## src/phase_cfg_pkg.sv

```systemverilog
/*
 * Package for the phase control configuration register bank: command
 * codes, field positions, reset values and decode tables.
 * Assumes a command-code / byte register port driven by a bus front end.
 */
package phase_cfg_pkg;

	// Command codes (register addresses)
	localparam logic [7:0] CMD_SLEW_MODE = 8'hDD;
	localparam logic [7:0] CMD_RAMP      = 8'hDE;
	localparam logic [7:0] CMD_SHED      = 8'hDF;
	localparam logic [7:0] CMD_UVLO      = 8'hE0;
	localparam logic [7:0] CMD_SHARE     = 8'hE3;
	localparam logic [7:0] CMD_MAXPH     = 8'hE4;

	// Reset values
	localparam logic [7:0]  RST_SLEW_MODE = 8'h89;
	localparam logic [7:0]  RST_RAMP      = 8'h06;
	localparam logic [7:0]  RST_SHED      = 8'h01;
	localparam logic [7:0]  RST_UVLO      = 8'h01;
	localparam logic [15:0] RST_SHARE     = 16'h0003;
	localparam logic [2:0]  RST_MAXPH     = 3'h5;

	// Writable masks per register
	localparam logic [7:0]  MASK_SLEW_MODE = 8'hFF;
	localparam logic [7:0]  MASK_RAMP      = 8'h07;
	localparam logic [7:0]  MASK_SHED      = 8'h0F;
	localparam logic [7:0]  MASK_UVLO      = 8'h03;
	localparam logic [15:0] MASK_SHARE     = 16'h0087;
	localparam logic [7:0]  MASK_MAXPH     = 8'h07;

	// Field positions
	localparam int BIT_INTERLEAVE  = 6;
	localparam int BIT_UNUSED5     = 5;
	localparam int BIT_SHED_EN     = 4;
	localparam int BIT_FLAT_LL     = 3;
	localparam int BIT_SHED_SINGLE = 3;
	localparam int BIT_SHUTOFF_SEL = 7;
	localparam int BIT_SHARE_STAT  = 3;
	localparam int BIT_VENDOR_STAT = 3;

	// Full load reference is this many times the per-phase limit
	localparam int FULL_LOAD_MULT = 4;
	// Single-phase shed threshold in percent
	localparam int SINGLE_PCT = 10;
	// Hardware phase count
	localparam int HW_PHASES = 6;

	// Slew rate in uV/us per code
	localparam logic [11:0] SLEW_UV [8] = '{12'h154, 12'h2A8, 12'h3FC,
		12'h550, 12'h6A4, 12'h7F8, 12'h94C, 12'hAB4};
	// Dual shed threshold in percent per code
	localparam logic [7:0] DUAL_PCT [8] = '{8'h0F, 8'h14, 8'h19, 8'h1E,
		8'h23, 8'h23, 8'h23, 8'h23};
	// Lockout level in 10 mV units
	localparam logic [11:0] UVLO_10MV [4] = '{12'h1A9, 12'h258, 12'h32A,
		12'h3FC};
	// Sharing threshold in amps, 0 means off
	localparam logic [7:0] SHARE_AMP [8] = '{8'h02, 8'h04, 8'h06, 8'h08,
		8'h0A, 8'h0F, 8'h14, 8'h00};

endpackage : phase_cfg_pkg

```

## src/cfg_reg.sv

```systemverilog
/*
 * One masked configuration register with load-on-release.
 * Assumes write strobes come from the same clock domain.
 */
`timescale 1ns/1ps
module cfg_reg #(
	parameter int         W   = 8,
	parameter logic [W-1:0] MSK = '1
) (
	// Clock and reset
	input  wire logic         i_core_clk,
	input  wire logic         i_arst_n,
	// Load of power-up value
	input  wire logic         i_load,
	input  wire logic [W-1:0] i_load_val,
	// Software write
	input  wire logic         i_wr,
	input  wire logic [W-1:0] i_wdata,
	// Stored value
	output logic      [W-1:0] o_q
);
	logic [W-1:0] q_ff;     // Stored bits
	logic [W-1:0] nxt_q;    // Next value

	// Load wins at power-up, writes touch only writable bits
	assign nxt_q = i_load ? (i_load_val & MSK) :
		i_wr ? ((i_wdata & MSK) | (q_ff & ~MSK)) : q_ff;

	// Storage
	always_ff @(posedge i_core_clk or negedge i_arst_n) begin
		if (!i_arst_n) begin
			q_ff <= '0;
		end else begin
			q_ff <= nxt_q;
		end
	end

	assign o_q = q_ff;
endmodule : cfg_reg

```

## src/phase_cfg_monitor.sv

```systemverilog
/*
 * Current sharing monitor: flags any enabled phase far from the average.
 * Assumes phase currents are synchronous samples in amps.
 */
`timescale 1ns/1ps
module phase_cfg_monitor #(
	parameter int NPH = 6,
	parameter int IW  = 8
) (
	// Phase currents and enables
	input  wire logic [NPH*IW-1:0] i_cur,
	input  wire logic [NPH-1:0]    i_on,
	input  wire logic [7:0]        i_thr_amp,
	// Offending phases
	output logic      [NPH-1:0]    o_bad
);
	logic [IW+3:0] sum;   // Sum of phase currents
	logic [IW+3:0] avg;   // Average over phases

	// Sum all phases
	always_comb begin
		sum = '0;
		for (int k = 0; k < NPH; k++) begin
			sum = sum + (IW+4)'(i_cur[k*IW +: IW]);
		end
	end
	assign avg = sum / (IW+4)'(NPH);

	// Per phase deviation compare
	genvar g;
	generate
		for (g = 0; g < NPH; g++) begin : g_ph
			wire [IW+3:0] c = (IW+4)'(i_cur[g*IW +: IW]);
			wire [IW+3:0] d = (c > avg) ? (c - avg) : (avg - c);
			assign o_bad[g] = i_on[g] && (i_thr_amp != 8'h00) &&
				(d > (IW+4)'(i_thr_amp));
		end
	endgenerate
endmodule : phase_cfg_monitor

```

## src/phase_control_config_registers.sv

```systemverilog
/*
 * Phase control configuration register bank with decoded outputs,
 * sharing warning, phase shutoff and phase count request check.
 * Assumes a command-code byte/word port from a bus front end on
 * i_core_clk, strap pins asynchronous, currents synchronous.
 */
// What this block does
// RULE1: Slew code decodes to eight slew rates
// RULE2: Interleave bit pairs phases 1/3,2/4,5/6; block only drives the bit out on o_interleave_select
// RULE3: Bit five unused, no behaviour effect
// RULE4: Shedding enable bit turns shedding on
// RULE5: Flat loadline bit selects zero load line
// RULE6: Ramp code decodes 20 to 200 mV
// RULE7: Written ramp overrides strapped ramp value
// RULE8: Full load is four times limit
// RULE9: Single bit allows drop below ten percent
// RULE10: Dual threshold codes 15 to 35 percent
// RULE11: Lockout level code, reset value 01
// RULE12: Sharing deviation sets status, raises alert
// RULE13: Shutoff select turns offending phase off
// RULE14: Sharing threshold code, reset value 011
// RULE15: Oversize phase request kept out, flagged
// RULE16: Phase code gives one to six
// RULE17: Reserved bits read zero, writes ignored
// RULE18: Power-up loads copy or strap first
`timescale 1ns/1ps
module phase_control_config_registers #(
	parameter int NPH = 6,
	parameter int IW  = 8
) (
	// Clock and reset
	input  wire logic           i_core_clk,
	input  wire logic           i_arst_n,
	// Register port
	input  wire logic [7:0]     i_cmd,
	input  wire logic           i_wr,
	input  wire logic           i_rd,
	input  wire logic [15:0]    i_wdata,
	output logic      [15:0]    o_rdata,
	output logic                o_rvalid,
	// Status clear
	input  wire logic           i_clr_share_stat,
	input  wire logic           i_clr_vendor_stat,
	// Power-up copies and strap
	input  wire logic [7:0]     i_nv_slew_mode,
	input  wire logic [7:0]     i_nv_shed,
	input  wire logic [7:0]     i_nv_uvlo,
	input  wire logic [15:0]    i_nv_share,
	input  wire logic [2:0]     i_limit_ramp_strap_pin,
	input  wire logic [2:0]     i_hw_phases,
	// Load sensing
	input  wire logic [NPH*IW-1:0] i_phase_cur,
	input  wire logic [15:0]    i_load_cur,
	input  wire logic [11:0]    i_phase_limit,
	// Decoded settings
	output logic                o_ready,
	output logic [11:0]         o_slew_uv_per_us,
	output logic                o_interleave_select,
	output logic                o_shedding_enable,
	output logic                o_flat_loadline_select,
	output logic [7:0]          o_ramp_mv,
	output logic [11:0]         o_input_lockout_10mv,
	output logic [2:0]          o_active_phases,
	output logic [2:0]          o_shed_target,
	output logic [NPH-1:0]      o_phase_on,
	// Status and alert
	output logic [7:0]          o_iout_status,
	output logic [7:0]          o_vendor_status_word,
	output logic                o_host_alert_out
);
	// Strap synchroniser
	logic [2:0] strap_s1_ff;
	logic [2:0] strap_s2_ff;
	// Power-up sequencing
	logic [1:0] boot_ff;
	logic       load;
	// Register values
	logic [7:0]  slew_q, ramp_q, shed_q, uvlo_q, maxph_q;
	logic [15:0] share_q;
	logic [2:0]  active_ff;
	logic [NPH-1:0] off_ff;
	logic        share_st_ff;
	logic        vend_st_ff;
	logic [15:0] rdata_ff;
	logic        rvalid_ff;
	// Write decodes
	wire w_slew  = i_wr && (i_cmd == phase_cfg_pkg::CMD_SLEW_MODE);
	wire w_ramp  = i_wr && (i_cmd == phase_cfg_pkg::CMD_RAMP);
	wire w_shed  = i_wr && (i_cmd == phase_cfg_pkg::CMD_SHED);
	wire w_uvlo  = i_wr && (i_cmd == phase_cfg_pkg::CMD_UVLO);
	wire w_share = i_wr && (i_cmd == phase_cfg_pkg::CMD_SHARE);
	wire w_maxph = i_wr && (i_cmd == phase_cfg_pkg::CMD_MAXPH);
	// Phase count request checks
	wire       req_bad = (i_wdata[2:0] > 3'h5) ||
		(i_wdata[2:0] >= i_hw_phases);                   // RULE15 RULE16
	wire       maxph_ok = w_maxph && !req_bad && o_ready;

	// Strap pins pass two flops
	always_ff @(posedge i_core_clk or negedge i_arst_n) begin
		if (!i_arst_n) begin
			strap_s1_ff <= 3'h0;
			strap_s2_ff <= 3'h0;
		end else begin
			strap_s1_ff <= i_limit_ramp_strap_pin;
			strap_s2_ff <= strap_s1_ff;
		end
	end

	// Boot counter: load after strap settles
	always_ff @(posedge i_core_clk or negedge i_arst_n) begin
		if (!i_arst_n) begin
			boot_ff <= 2'h0;
		end else if (boot_ff != 2'h3) begin
			boot_ff <= boot_ff + 2'h1;
		end
	end
	assign load    = (boot_ff == 2'h2);                       // RULE18
	assign o_ready = (boot_ff == 2'h3);

	// Register instances
	cfg_reg #(.W(8), .MSK(phase_cfg_pkg::MASK_SLEW_MODE)) u_slew (
		.i_core_clk(i_core_clk), .i_arst_n(i_arst_n), .i_load(load),
		.i_load_val(i_nv_slew_mode), .i_wr(w_slew && o_ready),
		.i_wdata(i_wdata[7:0]), .o_q(slew_q));
	cfg_reg #(.W(8), .MSK(phase_cfg_pkg::MASK_RAMP)) u_ramp (
		.i_core_clk(i_core_clk), .i_arst_n(i_arst_n), .i_load(load),
		.i_load_val({5'h00, strap_s2_ff}),                   // RULE18
		.i_wr(w_ramp && o_ready),                             // RULE7
		.i_wdata(i_wdata[7:0]), .o_q(ramp_q));
	cfg_reg #(.W(8), .MSK(phase_cfg_pkg::MASK_SHED)) u_shed (
		.i_core_clk(i_core_clk), .i_arst_n(i_arst_n), .i_load(load),
		.i_load_val(i_nv_shed), .i_wr(w_shed && o_ready),
		.i_wdata(i_wdata[7:0]), .o_q(shed_q));               // RULE17
	cfg_reg #(.W(8), .MSK(phase_cfg_pkg::MASK_UVLO)) u_uvlo (
		.i_core_clk(i_core_clk), .i_arst_n(i_arst_n), .i_load(load),
		.i_load_val(i_nv_uvlo), .i_wr(w_uvlo && o_ready),
		.i_wdata(i_wdata[7:0]), .o_q(uvlo_q));
	cfg_reg #(.W(16), .MSK(phase_cfg_pkg::MASK_SHARE)) u_share (
		.i_core_clk(i_core_clk), .i_arst_n(i_arst_n), .i_load(load),
		.i_load_val(i_nv_share), .i_wr(w_share && o_ready),
		.i_wdata(i_wdata), .o_q(share_q));
	cfg_reg #(.W(8), .MSK(phase_cfg_pkg::MASK_MAXPH)) u_maxph (
		.i_core_clk(i_core_clk), .i_arst_n(i_arst_n), .i_load(load),
		.i_load_val({5'h00, phase_cfg_pkg::RST_MAXPH}),
		.i_wr(maxph_ok), .i_wdata(i_wdata[7:0]), .o_q(maxph_q)); // RULE15

	// Decoded settings, bit five of slew register drives nothing
	assign o_slew_uv_per_us      = phase_cfg_pkg::SLEW_UV[slew_q[2:0]]; // RULE1
	assign o_interleave_select   = slew_q[phase_cfg_pkg::BIT_INTERLEAVE]; // RULE2
	assign o_shedding_enable     = slew_q[phase_cfg_pkg::BIT_SHED_EN]; // RULE4 RULE3
	assign o_flat_loadline_select = slew_q[phase_cfg_pkg::BIT_FLAT_LL]; // RULE5
	assign o_ramp_mv = 8'h14 + {ramp_q[2:0], 4'h0} + {2'h0, ramp_q[2:0], 2'h0}
		+ ((ramp_q[2:0] == 3'h7) ? 8'h3C : 8'h14) - 8'h14;          // RULE6
	assign o_input_lockout_10mv  = phase_cfg_pkg::UVLO_10MV[uvlo_q[1:0]]; // RULE11

	// Load percentage against four times limit
	wire [17:0] full_ref = 18'(i_phase_limit) *
		18'(phase_cfg_pkg::FULL_LOAD_MULT);                   // RULE8
	wire [24:0] load_x100 = 25'(i_load_cur) * 25'd100;
	wire [7:0]  dual_pct  = phase_cfg_pkg::DUAL_PCT[shed_q[2:0]]; // RULE10
	wire below_dual   = load_x100 < (25'(full_ref) * 25'(dual_pct));
	wire below_single = load_x100 <
		(25'(full_ref) * 25'(phase_cfg_pkg::SINGLE_PCT));
	wire single_ok = shed_q[phase_cfg_pkg::BIT_SHED_SINGLE];    // RULE9

	// Shedding target phase count code
	assign o_shed_target = !o_shedding_enable ? active_ff :
		(below_single && single_ok) ? 3'h0 :                  // RULE9
		(below_dual && active_ff > 3'h1) ? 3'h1 : active_ff;  // RULE10

	// Active count takes the power-up value, then accepted requests only
	always_ff @(posedge i_core_clk or negedge i_arst_n) begin
		if (!i_arst_n) begin
			active_ff <= phase_cfg_pkg::RST_MAXPH;
		end else if (load || maxph_ok) begin
			active_ff <= load ? phase_cfg_pkg::RST_MAXPH : i_wdata[2:0]; // RULE15
		end
	end
	assign o_active_phases = active_ff;

	// Sharing monitor
	logic [NPH-1:0] bad;
	logic [NPH-1:0] en_mask;
	genvar g;
	generate
		for (g = 0; g < NPH; g++) begin : g_en
			assign en_mask[g] = (3'(g) <= o_shed_target) && !off_ff[g];
		end
	endgenerate
	phase_cfg_monitor #(.NPH(NPH), .IW(IW)) u_mon (
		.i_cur(i_phase_cur), .i_on(en_mask),
		.i_thr_amp(phase_cfg_pkg::SHARE_AMP[share_q[2:0]]),   // RULE14
		.o_bad(bad));                                         // RULE12

	// Shutoff of offending phases, sticky until reset
	always_ff @(posedge i_core_clk or negedge i_arst_n) begin
		if (!i_arst_n) begin
			off_ff <= '0;
		end else if (!share_q[phase_cfg_pkg::BIT_SHUTOFF_SEL]) begin
			off_ff <= off_ff | bad;                           // RULE13
		end
	end
	assign o_phase_on = en_mask;

	// Sticky status, set wins over clear
	always_ff @(posedge i_core_clk or negedge i_arst_n) begin
		if (!i_arst_n) begin
			share_st_ff <= 1'b0;
			vend_st_ff  <= 1'b0;
		end else begin
			share_st_ff <= (|bad) || (share_st_ff && !i_clr_share_stat); // RULE12
			vend_st_ff  <= (w_maxph && o_ready && req_bad) ||
				(vend_st_ff && !i_clr_vendor_stat);            // RULE15
		end
	end
	assign o_iout_status        = {4'h0, share_st_ff, 3'h0};
	assign o_vendor_status_word = {4'h0, vend_st_ff, 3'h0};
	assign o_host_alert_out     = share_st_ff || vend_st_ff;

	// Read mux, reserved bits come back zero
	wire [15:0] rmux =
		(i_cmd == phase_cfg_pkg::CMD_SLEW_MODE) ? {8'h00, slew_q} :
		(i_cmd == phase_cfg_pkg::CMD_RAMP)  ? {8'h00, ramp_q} :
		(i_cmd == phase_cfg_pkg::CMD_SHED)  ? {8'h00, shed_q} :
		(i_cmd == phase_cfg_pkg::CMD_UVLO)  ? {8'h00, uvlo_q} :
		(i_cmd == phase_cfg_pkg::CMD_SHARE) ? share_q :
		(i_cmd == phase_cfg_pkg::CMD_MAXPH) ? {8'h00, maxph_q} :
		16'h0000;                                             // RULE17

	// Read data register
	always_ff @(posedge i_core_clk or negedge i_arst_n) begin
		if (!i_arst_n) begin
			rdata_ff  <= 16'h0000;
			rvalid_ff <= 1'b0;
		end else begin
			rvalid_ff <= i_rd;
			if (i_rd) begin
				rdata_ff <= rmux;
			end
		end
	end
	assign o_rdata  = rdata_ff;
	assign o_rvalid = rvalid_ff;

	// Assertions, all quiet while reset is low

	// Oversize request leaves count, raises flag
	a_oversize_kept: assert property (@(posedge i_core_clk) // RULE15
		disable iff (!i_arst_n) (w_maxph && o_ready && req_bad) |=>
		($stable(active_ff) && vend_st_ff && o_host_alert_out))
		else $error("oversize phase request changed count");

	// Accepted request is the new count
	a_accept_applied: assert property (@(posedge i_core_clk) // RULE16
		disable iff (!i_arst_n) maxph_ok |=>
		(active_ff == $past(i_wdata[2:0])))
		else $error("accepted phase request not applied");

	// Stored request and active count agree
	a_count_match: assert property (@(posedge i_core_clk) // RULE15
		disable iff (!i_arst_n) o_ready |-> (active_ff == maxph_q[2:0]))
		else $error("stored request differs from count");

	// Deviation sets status and alert
	a_share_alert: assert property (@(posedge i_core_clk) // RULE12
		disable iff (!i_arst_n) (|bad) |=> (o_iout_status[3] &&
		o_host_alert_out))
		else $error("sharing deviation not flagged");

	// Offending phase goes off when selected
	a_shutoff_sel: assert property (@(posedge i_core_clk) // RULE13
		disable iff (!i_arst_n)
		((|bad) && !share_q[7]) |=> ((off_ff & $past(bad)) == $past(bad)))
		else $error("offending phase not shut off");

	// Offending phase stays on when kept
	a_shutoff_kept: assert property (@(posedge i_core_clk) // RULE13
		disable iff (!i_arst_n)
		((|bad) && share_q[7]) |=> (off_ff == $past(off_ff)))
		else $error("phase shut off while kept on");

	// Host ramp write lands over the strap
	a_ramp_write: assert property (@(posedge i_core_clk) // RULE7
		disable iff (!i_arst_n) (w_ramp && o_ready) |=>
		(ramp_q == {5'h00, $past(i_wdata[2:0])}))
		else $error("ramp write lost");

	// Top ramp code breaks the step
	a_ramp_decode: assert property (@(posedge i_core_clk) // RULE6
		disable iff (!i_arst_n) (ramp_q[2:0] == 3'h7) |-> (o_ramp_mv == 8'hC8))
		else $error("ramp top code wrong");

	// Default lockout code gives 6.0 V
	a_uvlo_decode: assert property (@(posedge i_core_clk) // RULE11
		disable iff (!i_arst_n)
		(uvlo_q[1:0] == 2'h1) |-> (o_input_lockout_10mv == 12'h258))
		else $error("lockout level decode wrong");

	// No shedding while disabled
	a_shed_off: assert property (@(posedge i_core_clk) // RULE4
		disable iff (!i_arst_n) !o_shedding_enable |->
		(o_shed_target == active_ff))
		else $error("shedding acted while disabled");

	// Above the dual threshold all phases stay
	a_shed_dual: assert property (@(posedge i_core_clk) // RULE10
		disable iff (!i_arst_n) (o_shedding_enable && !below_dual) |->
		(o_shed_target == active_ff))
		else $error("phases shed above threshold");

	// Single phase only when allowed
	a_single_block: assert property (@(posedge i_core_clk) // RULE9
		disable iff (!i_arst_n) (o_shedding_enable && !shed_q[3]) |->
		(o_shed_target != 3'h0 || active_ff == 3'h0))
		else $error("dropped to one phase while forbidden");

	// Reserved stored bits stay clear
	a_reserved_zero: assert property (@(posedge i_core_clk) // RULE17
		disable iff (!i_arst_n) (ramp_q[7:3] == 5'h00 && share_q[15:8] == 8'h00
		&& shed_q[7:4] == 4'h0 && maxph_q[7:3] == 5'h00
		&& share_q[6:3] == 4'h0 && uvlo_q[7:2] == 6'h00))
		else $error("reserved bit set");

	// Byte registers read back a zero high byte
	a_read_reserved: assert property (@(posedge i_core_clk) // RULE17
		disable iff (!i_arst_n) (o_rvalid &&
		($past(i_cmd) != phase_cfg_pkg::CMD_SHARE)) |-> (o_rdata[15:8] == 8'h00))
		else $error("reserved read bits not zero");

	// Ready follows the power-up load
	a_boot_ready: assert property (@(posedge i_core_clk) // RULE18
		disable iff (!i_arst_n) load |=> o_ready)
		else $error("ready not after load");

	// Power-up load takes the synchronised strap
	a_strap_load: assert property (@(posedge i_core_clk) // RULE18
		disable iff (!i_arst_n) load |=>
		(ramp_q == {5'h00, $past(strap_s2_ff)}))
		else $error("strap not loaded into ramp");

	// Main scenarios reached
	c_bad_req: cover property (@(posedge i_core_clk) w_maxph && req_bad);
	c_good_req: cover property (@(posedge i_core_clk) maxph_ok);
	c_share: cover property (@(posedge i_core_clk) |bad);
	c_single: cover property (@(posedge i_core_clk) o_shed_target == 3'h0);
	c_shutoff: cover property (@(posedge i_core_clk) |off_ff);
endmodule : phase_control_config_registers

```

## config.mk

```make
export PLATFORM = sky130hd
export DESIGN_NAME = phase_control_config_registers
export DESIGN_NICKNAME = d
export VERILOG_FILES = /design/src/phase_cfg_pkg.sv /design/src/cfg_reg.sv /design/src/phase_cfg_monitor.sv /design/src/phase_control_config_registers.sv
export SDC_FILE = /design/constraint.sdc
export NUM_CORES = 1
export LEC_CHECK = 0
export BUFFER_PORTS_ARGS = -buffer_cell sky130_fd_sc_hd__buf_2
export CORE_UTILIZATION = 30
export CTS_CLUSTER_DIAMETER = 120
export DETAILED_ROUTE_END_ITERATION = 8
export PLACE_DENSITY = 0.51
export SYNTH_ARGS = -nofsm -noshare
export SYNTH_HDL_FRONTEND = slang
export SYNTH_SLANG_ARGS = --single-unit
```

## constraint.sdc

```tcl
create_clock -name i_core_clk -period 11.7 [get_ports i_core_clk]
set_input_delay 1.17 -clock i_core_clk [delete_from_list [all_inputs] [get_ports i_core_clk]]
set_output_delay 1.17 -clock i_core_clk [all_outputs]
set_load 0.005 [all_outputs]
```

==> metrics.md <==
| Metric | Value |
|---|---|
| CTS Buf Count | 5 |
| Fin util | 34.7% |
| Synth Cell Area | 0.0153 mm^2 |
| Placer congestion estimate | 0.880 |
| # rows | 82 |
| Post-DRT Antenna Nets | 0 |
| Part of the cycle the worst path needs | 94.3% |
| Reg2Reg Capture Point | off_ff[4] |
| GRT overflow | 0 |
| R2r setup slk | 3160 ps |
| First-pass GRT wire length | 69800 um |
| Chip width | 228 um |
| Port bufs | 182 |
| Commonest non-fill, non-tap cell in the layout | ha_1 |
| Status | complete, no violations |
| Fraction of layout cells with a size suffix above 1 | 14.9% |
| Netlist cell types | 87 |
| Fin worst setup slack | 671 ps |
| H-tree depth | 2 |
| Pre-CTS setup slack | -11.7 ps |
| CTS sink cnt | 52 |
| Setup_tns | 0 ps |
| Setup crit end | share_st_ff |
| Sequential fraction of the synthesis area | 8.53% |
| CTS root buffer | clkbuf_16 |
| Chip Height | 228 um |
| Critical Setup Path Class | in2reg |
| Tot GR Track Use | 16.9% |
| # fillers | 5346 |
| HP Class | reg2reg |
| Crit path DAT | 11210 ps |
| Core Footprint | 0.0502 mm^2 |
| Top Ports | 234 |
| Largest net degree at the start of global routing | 53 |
| Synthesized area per cell | 8.25 um^2 |
| Final Critical Period | 11030 ps |
| Seq cells post-synth | 52 |
| DRC viols | 0 |
| Multi-input logic area | 0.0126 mm^2 |
| Fmax achieved | 90.7 MHz |
| Final-stage net count | 2606 |
| Startpoint types | input port |
| Asr flop ratio synth | 100% |
| R2R Path Start | u_shed.o_q[2] |
| Worst-Skew Late Latency | 300 ps |
| CP required | 11880 ps |
| Initial antenna violation count | 0 |
| Die area | 0.0518 mm^2 |
| Clock tree buffer depth | 2 |
| Final hold viol count | 0 |
| Initial Util | 30.5% |
| Crit-path max cell delay | 510 ps |
| R2R depth | 30 |
| Commonest register cell after synthesis | dfrtp_1 |
| Via count | 13400 |
| DRT Pass-1 Iters | 5 |
| Crit-path max FO | 7 |
| Crit end category | flop |
| Skew final | 6.97 ps |
| Final setup viols | 0 |
| DP HPWL | 37000 um |
| Vias in the first global route | 13600 |
| Slew @ Worst Pin | 1080 ps |
| Max Slew Vio Count | 0 |
| Cells after Synth | 1852 |
| Synth warnings | 0 |
| P&R area growth vs syn | 14.0% |
| Post-synth EDFFs | 0 |
| Cts-stage hold buffer count | 0 |
| Worst path slowest cell | fa_1 |
| Most frequent cells in the layout | ha_1 (313), inv_1 (284), buf_2 (182), a21oi_1 (117) |
| Seq. cell area | 0.00130 mm^2 |
| TritonCTS clock tree | built |
| Max-slew headroom | 27.5% |
| Vias/cell | 4.92 |
| Worst-path clk slew | 70 ps |
| Max cap viols | 0 |
| CP Launch Point | i_phase_cur[1] |
| Final wirelength | 43700 um |
| Wire length per cell | 16.1 um |
| Iter 0 DRT Violations | 433 |
-- per-layer routing --
metal  vias to the layer above  share of wire, %  track usage [%]
li1                       6694                 -                -
met4                         0               2.4             4.48
met1                      6405                45             21.4
met3                        66               3.0             1.25
met5                         -                 0                0
met2                       237                50             30.9
-- stage by stage --
| stage | hold slack [ps] | instance area (um^2) | cells |
|---|---|---|---|
| CTS | 362 | 17300 | 2712 |
| detailed placement | 346 | 17100 | 2704 |
| global placement | 338 | 17100 | 2704 |
| finish | 356 | 17400 | 2723 |
| floorplan | 331 | 15300 | 1871 |
| global route | 365 | 17400 | 2722 |
-- worst min-delay path by stage --
stage,start,cells past startpoint,end,slack [ps]
floorplan,strap_s1_ff[0],0,strap_s2_ff[0],330
global placement,strap_s1_ff[2],0,strap_s2_ff[2],340
detailed placement,strap_s1_ff[2],0,strap_s2_ff[2],350
CTS,strap_s1_ff[2],0,strap_s2_ff[2],360
global route,strap_s1_ff[1],0,strap_s2_ff[1],370
finish,strap_s1_ff[2],0,strap_s2_ff[2],360
-- cell type report --
cell class                 instances  area share [%]
clock inverter                     1           0.172
inverter                         284            6.12
tap                              672            4.83
multi-input combinational       1459            72.5
clock buffer                       7           0.876
sequential                        52            7.48
antenna                            1          0.0144
timing repair buffer             247            8.05
-- timing repair --
action	4_1_cts	5_1_grt
endpoints found under the setup margin	0	6
setup buffers	0	10
resized for setup	0	25
hold endpoints to repair	0	0
-- state kept, by name, indices dropped and copies added (netlist names), 4 cells and up --
| register | flops |
|---|---|
| o_rdata | 9 |
| u_slew.o_q | 8 |
| u_shed.o_q | 4 |
| u_share.o_q | 4 |
| off_ff | 6 |
-- logic make-up (layout without fill, tap and decap cells) --
| group | after synthesis | in the layout | synth area share (%) |
|---|---|---|---|
| adders and majority gates | 406 | 406 | 37.7 |
| muxes | 59 | 59 | 4.08 |
| AOI/OAI and AO/OA | 458 | 458 | 19.9 |
| and+or+nand+nor | 428 | 428 | 14.9 |
| other | 2 | 22 | 0.0492 |
| xor gates and xnor gates | 87 | 87 | 4.99 |
| buffers and inverters | 360 | 539 | 9.90 |
| DFF | 52 | 52 | 8.53 |
-- cells in the mapped netlist, types with 22 or more instances --
| master | count | share of area (%) |
|---|---|---|
| o21a_1 | 26 | 1.3 |
| mux2i_1 | 51 | 3.3 |
| o21ai_0 | 106 | 3.5 |
| nand2_1 | 103 | 2.5 |
| nor2b_1 | 39 | 1.6 |
| inv_1 | 284 | 7.0 |
| buf_4 | 37 | 1.8 |
| nor2_1 | 62 | 1.5 |
| nand3_1 | 26 | 0.85 |
| nor3_1 | 23 | 0.75 |
| and2_1 | 60 | 2.5 |
| clkbuf_1 | 30 | 0.74 |
| xor2_1 | 24 | 1.4 |
| xnor2_1 | 63 | 3.6 |
| fa_1 | 91 | 12 |
| ha_1 | 314 | 26 |
| o21bai_1 | 22 | 1.1 |
| dfrtp_1 | 50 | 8.2 |
| a21oi_1 | 117 | 3.8 |
| a21o_1 | 63 | 3.1 |
| nand2b_1 | 35 | 1.4 |
-- worst max-delay path: cells and delay by family --
family	cells	cell delay, ps
XOR/XNOR	2	420
adder cells (fa/ha/maj)	8	3040
buffers and inverters	7	820
AO/OA/AOI/OAI	15	2530
AND/OR/NAND/NOR	15	2730
multiplexers	2	480
Power is left out: the tool's default activity adds up to more than one toggle a clock period on the data nets, which glitch-free logic cannot reach.
